`config.mk`:
```
export PLATFORM = sky130hd
export DESIGN_NAME = erictl_top
export DESIGN_NICKNAME = d
export VERILOG_FILES = /design/src/verilog/erictl_pkg.sv /design/src/verilog/erictl_top.sv
export SDC_FILE = /design/constraint.sdc
export NUM_CORES = 1
export LEC_CHECK = 0
export BUFFER_PORTS_ARGS = -buffer_cell sky130_fd_sc_hd__buf_2
export CORE_MARGIN = 3
export CORE_UTILIZATION = 50
export DETAILED_ROUTE_END_ITERATION = 10
export PLACE_DENSITY = 0.75
export RECOVER_POWER = 25
export SLEW_MARGIN = 10
export SYNTH_ARGS = -nofsm -noshare
export SYNTH_HDL_FRONTEND = slang
export SYNTH_SLANG_ARGS = --single-unit
```
`constraint.sdc`:
```
create_clock -name clk_i -period 2.43 [get_ports clk_i]
set_clock_uncertainty 0.05 [all_clocks]
set_input_delay 0.1215 -clock clk_i [delete_from_list [all_inputs] [get_ports clk_i]]
set_output_delay 0.1215 -clock clk_i [all_outputs]
set_load 0.02 [all_outputs]
```
`src/verilog/erictl_pkg.sv`:
```
// Functional notes
// RQ1 - Enable bit passes or blocks pin request
// RQ2 - Sense 0: low pin level sets flag
// RQ3 - Sense 1: falling pin edge sets flag
// RQ4 - Read flag as one, write zero clears
// RQ5 - Level mode: pin high plus ack clears
// RQ6 - Edge mode: ack clears flag
// RQ7 - Flags take only zero; reset to zero
// RQ8 - Priority bit: 0 low, 1 high; reset zero
// RQ9 - Priority A bits 7..4 map pin requests
// RQ10 - Priority A bits 3..0 watchdog and timers
// RQ11 - Priority B maps timers, dma, serial, adc
// RQ12 - High level first, then fixed source order
package erictl_pkg;

  // ----------------------------------------------------------------
  // Register map
  // ----------------------------------------------------------------
  localparam logic [7:0] ERICTL_SENSE_OFS = 8'hF4;
  localparam logic [7:0] ERICTL_ENABLE_OFS = 8'hF5;
  localparam logic [7:0] ERICTL_FLAGS_OFS = 8'hF6;
  localparam logic [7:0] ERICTL_PRIO_A_OFS = 8'hF8;
  localparam logic [7:0] ERICTL_PRIO_B_OFS = 8'hF9;
  localparam logic [7:0] ERICTL_STATUS_OFS = 8'hFA;
  localparam logic [7:0] ERICTL_MASK_OFS = 8'hFB;

  // ----------------------------------------------------------------
  // Reset values and writable bits
  // ----------------------------------------------------------------
  localparam logic [7:0] ERICTL_REG_RST = 8'h00;
  localparam logic [7:0] ERICTL_PIN_BITS = 8'h3F;
  localparam logic [7:0] ERICTL_PRIO_B_BITS = 8'hEE;
  localparam logic [15:0] ERICTL_SRC_RST = 16'h0000;

  // ----------------------------------------------------------------
  // Sources: 0..5 pins, then on-chip sources
  // ----------------------------------------------------------------
  localparam int ERICTL_NPIN = 6;
  localparam int ERICTL_NINT = 10;
  localparam int ERICTL_NSRC = 16;
  localparam logic [3:0] ERICTL_SRC_WATCHDOG = 4'h6;
  localparam logic [3:0] ERICTL_SRC_TIMER0 = 4'h7;
  localparam logic [3:0] ERICTL_SRC_DMA = 4'hC;
  localparam logic [3:0] ERICTL_SRC_SERIAL0 = 4'hD;
  localparam logic [3:0] ERICTL_SRC_ADC = 4'hF;

endpackage

```
`src/verilog/erictl_top.sv`:
```
`timescale 1ns/1ps
`default_nettype none
module erictl_top
  import erictl_pkg::*;
(
  input wire logic clk_i,
  input wire logic rst_n_i,
  input wire logic [7:0] addr_i,
  input wire logic [7:0] wdata_i,
  input wire logic wr_i,
  input wire logic rd_i,
  output logic [7:0] rdata_o,
  input wire logic [5:0] pin_req_n_i,
  input wire logic [9:0] int_req_i,
  input wire logic ack_i,
  input wire logic [3:0] ack_src_i,
  output logic irq_req_o,
  output logic [3:0] irq_src_o,
  output logic irq_level_o,
  output logic int_o
);

  // ----------------------------------------------------------------
  // Register state
  // ----------------------------------------------------------------
  logic [7:0] sense_q;
  logic [7:0] enable_q;
  logic [7:0] flag_q;
  logic [7:0] arm_q;
  logic [7:0] prio_a_q;
  logic [7:0] prio_b_q;
  logic [7:0] status_q;
  logic [7:0] mask_q;
  logic [7:0] rdata_q;
  logic [5:0] pin_s1_q;
  logic [5:0] pin_s2_q;
  logic [5:0] pin_prev_q;
  logic irq_req_q;
  logic [3:0] irq_src_q;
  logic irq_level_q;
  logic int_q;

  // ----------------------------------------------------------------
  // Address decode
  // ----------------------------------------------------------------
  wire logic hit_sense = addr_i == ERICTL_SENSE_OFS;
  wire logic hit_enable = addr_i == ERICTL_ENABLE_OFS;
  wire logic hit_flags = addr_i == ERICTL_FLAGS_OFS;
  wire logic hit_prio_a = addr_i == ERICTL_PRIO_A_OFS;
  wire logic hit_prio_b = addr_i == ERICTL_PRIO_B_OFS;
  wire logic hit_status = addr_i == ERICTL_STATUS_OFS;
  wire logic hit_mask = addr_i == ERICTL_MASK_OFS;
  wire logic wr_flags = wr_i & hit_flags;
  wire logic rd_flags = rd_i & hit_flags;
  wire logic wr_status = wr_i & hit_status;

  // Read mux; unmapped addresses read as zero
  wire logic [7:0] rd_mux =
      hit_sense ? sense_q :
      hit_enable ? enable_q :
      hit_flags ? flag_q :
      hit_prio_a ? prio_a_q :
      hit_prio_b ? prio_b_q :
      hit_status ? status_q :
      hit_mask ? mask_q : ERICTL_REG_RST;

  // ----------------------------------------------------------------
  // Pin synchroniser and edge history
  // ----------------------------------------------------------------
  // Pins are asynchronous; edge logic only looks at the second stage
  always_ff @(posedge clk_i)
  begin
    if (!rst_n_i)
    begin
      pin_s1_q <= ERICTL_PIN_BITS[5:0];
      pin_s2_q <= ERICTL_PIN_BITS[5:0];
      pin_prev_q <= ERICTL_PIN_BITS[5:0];
    end
    else
    begin
      pin_s1_q <= pin_req_n_i;
      pin_s2_q <= pin_s1_q;
      pin_prev_q <= pin_s2_q;
    end
  end

  // ----------------------------------------------------------------
  // Per-pin flag control
  // ----------------------------------------------------------------
  logic [7:0] flag_d;
  logic [7:0] arm_d;
  logic [5:0] fall;
  logic [5:0] set_flag;
  logic [5:0] clr_sw;
  logic [5:0] clr_ack;

  genvar gi;
  generate
    for (gi = 0; gi < ERICTL_NPIN; gi++)
    begin : g_pin
      // High-to-low change seen between two synchronised samples
      assign fall[gi] = pin_prev_q[gi] & ~pin_s2_q[gi];
      // Sense bit picks low level or falling edge
      assign set_flag[gi] = sense_q[gi] ? fall[gi] : ~pin_s2_q[gi]; // RQ2 RQ3
      // Only a zero clears, and only after the flag was read as one
      assign clr_sw[gi] = wr_flags & ~wdata_i[gi] & arm_q[gi]; // RQ4 RQ7
      // Level mode needs the pin back high before ack clears
      assign clr_ack[gi] = ack_i & (ack_src_i == 4'(gi))
          & (sense_q[gi] | pin_s2_q[gi]); // RQ5 RQ6
      // Set wins over any clear landing in the same cycle
      assign flag_d[gi] = set_flag[gi]
          | (flag_q[gi] & ~(clr_sw[gi] | clr_ack[gi]));
      // Arm on a read that sees one; any flag write consumes it
      assign arm_d[gi] = (rd_flags & flag_q[gi]) | (arm_q[gi] & ~wr_flags);
    end
  endgenerate
  assign flag_d[7:6] = 2'h0;
  assign arm_d[7:6] = 2'h0;

  // Flags and their read-arm bits
  always_ff @(posedge clk_i)
  begin
    if (!rst_n_i)
    begin
      flag_q <= ERICTL_REG_RST; // RQ7
      arm_q <= ERICTL_REG_RST;
    end
    else
    begin
      flag_q <= flag_d;
      arm_q <= arm_d;
    end
  end

  // ----------------------------------------------------------------
  // Software registers
  // ----------------------------------------------------------------
  // Unused bits are masked on write so they always read zero
  always_ff @(posedge clk_i)
  begin
    if (!rst_n_i)
    begin
      sense_q <= ERICTL_REG_RST;
      enable_q <= ERICTL_REG_RST; // RQ1
      prio_a_q <= ERICTL_REG_RST; // RQ8
      prio_b_q <= ERICTL_REG_RST;
      mask_q <= ERICTL_REG_RST;
    end
    else if (wr_i)
    begin
      if (hit_sense)
        sense_q <= wdata_i & ERICTL_PIN_BITS;
      if (hit_enable)
        enable_q <= wdata_i & ERICTL_PIN_BITS;
      if (hit_prio_a)
        prio_a_q <= wdata_i;
      if (hit_prio_b)
        prio_b_q <= wdata_i & ERICTL_PRIO_B_BITS;
      if (hit_mask)
        mask_q <= wdata_i & ERICTL_PIN_BITS;
    end
  end

  // ----------------------------------------------------------------
  // Event status: a flag going from 0 to 1, write one to clear
  // ----------------------------------------------------------------
  wire logic [7:0] new_evt = {2'h0, set_flag & ~flag_q[5:0]};
  wire logic [7:0] stat_clr = wr_status ? wdata_i : ERICTL_REG_RST;
  wire logic [7:0] status_d = new_evt | (status_q & ~stat_clr);

  always_ff @(posedge clk_i)
  begin
    if (!rst_n_i)
      status_q <= ERICTL_REG_RST;
    else
      status_q <= status_d;
  end

  // ----------------------------------------------------------------
  // Source level map and arbitration
  // ----------------------------------------------------------------
  // Pins 2/3 and 4/5 share a level bit each
  wire logic [15:0] lvl_vec = {
      prio_b_q[1], prio_b_q[2], prio_b_q[3], prio_b_q[5], // RQ11
      prio_b_q[6], prio_b_q[7],
      prio_a_q[0], prio_a_q[1], prio_a_q[2], prio_a_q[3], // RQ10
      prio_a_q[4], prio_a_q[4], prio_a_q[5], prio_a_q[5], // RQ9
      prio_a_q[6], prio_a_q[7]};
  // A disabled pin never reaches the arbiter
  wire logic [15:0] pend = {int_req_i, flag_q[5:0] & enable_q[5:0]}; // RQ1
  wire logic [15:0] pend_hi = pend & lvl_vec;
  wire logic [15:0] pend_sel = (|pend_hi) ? pend_hi : pend; // RQ8 RQ12

  // Lowest index wins inside the chosen level
  logic [3:0] win_src;
  always_comb
  begin
    win_src = 4'h0;
    for (int i = ERICTL_NSRC - 1; i >= 0; i--)
    begin
      if (pend_sel[i])
        win_src = 4'(i); // RQ12
    end
  end

  // Registered request towards the cpu and the level interrupt
  always_ff @(posedge clk_i)
  begin
    if (!rst_n_i)
    begin
      irq_req_q <= ERICTL_REG_RST[0];
      irq_src_q <= ERICTL_SRC_RST[3:0];
      irq_level_q <= ERICTL_REG_RST[0];
      int_q <= ERICTL_REG_RST[0];
    end
    else
    begin
      irq_req_q <= |pend;
      irq_src_q <= win_src;
      irq_level_q <= |pend_hi;
      int_q <= |(status_d & mask_q);
    end
  end

  // Read data stand only in the cycle after the strobe
  always_ff @(posedge clk_i)
  begin
    if (!rst_n_i)
      rdata_q <= ERICTL_REG_RST;
    else
      rdata_q <= rd_i ? rd_mux : ERICTL_REG_RST;
  end

  assign rdata_o = rdata_q;
  assign irq_req_o = irq_req_q;
  assign irq_src_o = irq_src_q;
  assign irq_level_o = irq_level_q;
  assign int_o = int_q;
endmodule
`default_nettype wire

```
==> metrics.txt <==
outcome=complete, no violations; Antenna Violating Nets Remaining=0; # DRC=0; H-tree Lvls=3; Die X=95.7 µm; crit path capture type=register; remaining global-route overflow=0; Initial Utilization=51.7%; PwrDens=592 mW/mm²; Final period util=93.0%; Total GRT Usage=25.4%; NumNets Final=535; Least-Margin Pin Slew=0.934 ns; Post-CTS Setup Bufs=0; Tmin final=2.26 ns; vias in the first global route=3399; Clock Path Buffers=2; Routed WL per cell=18.0 µm; Syn Inst Count=424; Num CTS Buffers=9; Post-synth EDFFs=0; antenna violations before repair=0; Peak VDD IR=0.000493 V; final setup violating endpoints=0; DRT Pass-1 Iters=5; ranking of synthesized cells by area=dfxtp_1 (42%), mux2i_1 (10%), nor2b_1 (7.8%), nand2b_1 (4.0%), a22oi_1 (2.6%); Worst slew margin=37.7%; crit path cell chain=and2_1 -> a221oi_4 -> and4_1 -> buf_4 -> o21ai_1 -> o21bai_1 -> o221ai_2 -> a31oi_1; HPWL after DPL=7990 µm; layout cells sized above 1=18.8%; Placement Setup Slack=0.231 ns; synthesized cell area=0.00402 mm²; #FFs+latches synth=85; Yosys top cell area share=42.3%; CP startpoint kind=register; yosys warns=0; pin count of the biggest net entering global routing=29; commonest cells in the netlist=dfxtp_1 (85), nor2b_1 (50), mux2i_1 (41), nand2b_1 (26), nand2_1 (22); Total Routed Length=10800 µm; max-cap violations=0; clock share of power=40.3%; slack of the critical path=0.170 ns; clk_lat worst skew=0.37 ns; Hold WC Path Type=in -> reg; Slew Limit Fails=0; most instantiated library cell after synthesis=dfxtp_1; critical path data required time=2.64 ns; final hold slack=0.0643 ns; core utilization of the finished layout=60.8%; full die area=0.00915 mm²; TNS Setup=0 ns; Port Buf Inserts=55; Hold Fails Final Rpt=0; vias per inst=5.72; clk root buf=clkbuf_8; core area=0.00777 mm²; area of the multi-input gates=0.00216 mm²; Lkg Pwr=1.85 nW; slowest stage delay, CP=0.47 ns; Post-Syn Area per Cell=9.48 µm²; maximum fanout along the worst path=8; RSZ-0062 raised after global routing=no; Crit Path Category=reg -> reg; Post-synth top flop=dfxtp_1; ys async rst share=0%; first-pass GRT wire length=17500 µm; Final Non-Filler Cells=601; clk sinks=85; Post-Place Cells=577; Slowest-stage cell, CP=a221oi_4; TritonCTS clock tree=done; critical path arrival=2.47 ns; cts repair resizes=0; Final Wtd Congestion=0.928; combinational cell fraction of total power=8.3%; Internal Power=2.13 mW; drt first-iter violations=310; IO Pins=56; register area share after synthesis=42.3%; area leader, netlist=dfxtp_1; Area growth syn-to-layout=17.6%; via count=3439; maximum clock frequency=0.442 GHz; clk slew on worst S/H paths=0.09 ns; chip height=95.7 µm; switching part of the total=23.7%; Flop pwr share=51.4%; post-synth net total=465; flip-flop and latch area=0.00170 mm²; row count=32; P_sw=0.662 mW; number of inserted diodes=0; # fillers=702; Unique masters post-synth=56
==> metrics by stage <==
stage               power [mW]  area [µm²]
floorplan                 1.59        4020
global placement          1.69        4450
detailed placement        1.69        4450
CTS                       2.81        4750
global route              2.89        4720
finish                    2.80        4720
==> state kept, by name, summed over array words and instances (netlist names), 4 cells and up <==
| name | count |
|---|---|
| mask_q | 6 |
| flag_q | 6 |
| pin_s1_q | 6 |
| sense_q | 6 |
| rdata_o | 8 |
| prio_b_q | 6 |
| irq_src_o | 4 |
| pin_prev_q | 6 |
| arm_q | 6 |
| status_q | 8 |
| pin_s2_q | 6 |
| enable_q | 6 |
| prio_a_q | 8 |
==> critical path: cells and delay by family, from the launching register on <==
family	cells	cell delay [ns]
AND/OR/NAND/NOR	2	0.63
flip-flops	1	0.36
buffers and inverters	1	0.20
AO/OA/AOI/OAI	5	0.92
==> routing by layer <==
layer / GRT usage, % / part of all wire, %
met5: 0 / 0
met1: 32.4 / 43
met2: 41.7 / 48
met3: 6.00 / 7.1
met4: 9.00 / 2.1
==> power groups by stage <==
| stage | combinational, mW | clock (mW) | sequential, mW |
|---|---|---|---|
| 2_1_floorplan | 0.119 | 0 | 1.47 |
| 3_3_place_gp | 0.218 | 0 | 1.47 |
| 3_5_place_dp | 0.223 | 0 | 1.47 |
| 4_1_cts | 0.233 | 1.14 | 1.44 |
| 5_1_grt | 0.252 | 1.19 | 1.44 |
| 6_report | 0.232 | 1.13 | 1.44 |
==> path summary, 6_finish.rpt <==
| path | startpoint | end | slack (ns) | depth (start not counted) |
|---|---|---|---|---|
| hold reg to reg | pin_s1_q[0]$_SDFF_PN1_ | pin_s2_q[0]$_SDFF_PN1_ | 0.36 | 1 |
| setup reg to reg | flag_q[1]$_SDFF_PN0_ | irq_src_o[0]$_SDFF_PP0_ | 0.17 | 8 |
| setup / recovery | flag_q[1]$_SDFF_PN0_ | irq_src_o[0]$_SDFF_PP0_ | 0.17 | 8 |
| hold / removal | rd_i | rdata_o[7]$_SDFF_PP0_ | 0.06 | 3 |
==> logic make-up after synthesis <==
logic type             count (synthesis)  synth area share, %
AND/OR/NAND/NOR                      169                 24.0
AO/OA/AOI/OAI                         95                 17.7
multiplexers                          45                 12.5
buffers and inverters                 30                 3.46
flip-flops                            85                 42.3
==> area by class of cell <==
cell class / count / share of cell area [%]
sequential: 85 / 36.0
timing repair buffer: 81 / 10.1
multi-input combinational: 309 / 45.8
inverter: 8 / 0.636
clock inverter: 5 / 1.77
tap: 102 / 2.70
clock buffer: 11 / 2.99
==> cells in the final DEF (no fill, tap or decap), types with 4 or more instances in the layout <==
cell type       n
clkbuf_1        8
nor3b_1         6
nand3_1         9
o21ai_0        17
inv_1           8
buf_4          16
nand4_1         4
dfxtp_1        85
nor2_1         21
a22oi_1        14
nand2b_1       26
nor2b_1        50
buf_2          50
and2_1         12
o21a_1          4
a21oi_1        13
and3_1          4
nor3_1          5
o22ai_1         6
nand2_1        22
clkbuf_8       10
mux2i_1        41
o31ai_1         4
dlygate4sd3_1   8
mux4_2          4
==> timing repair <==
| action | 4_1_cts | 5_1_grt |
|---|---|---|
| hold buffers | 8 | 0 |
| endpoints found under the hold margin | 10 | 0 |
| setup endpoints to repair | 0 | 0 |
(Power assumes the default switching activity.)
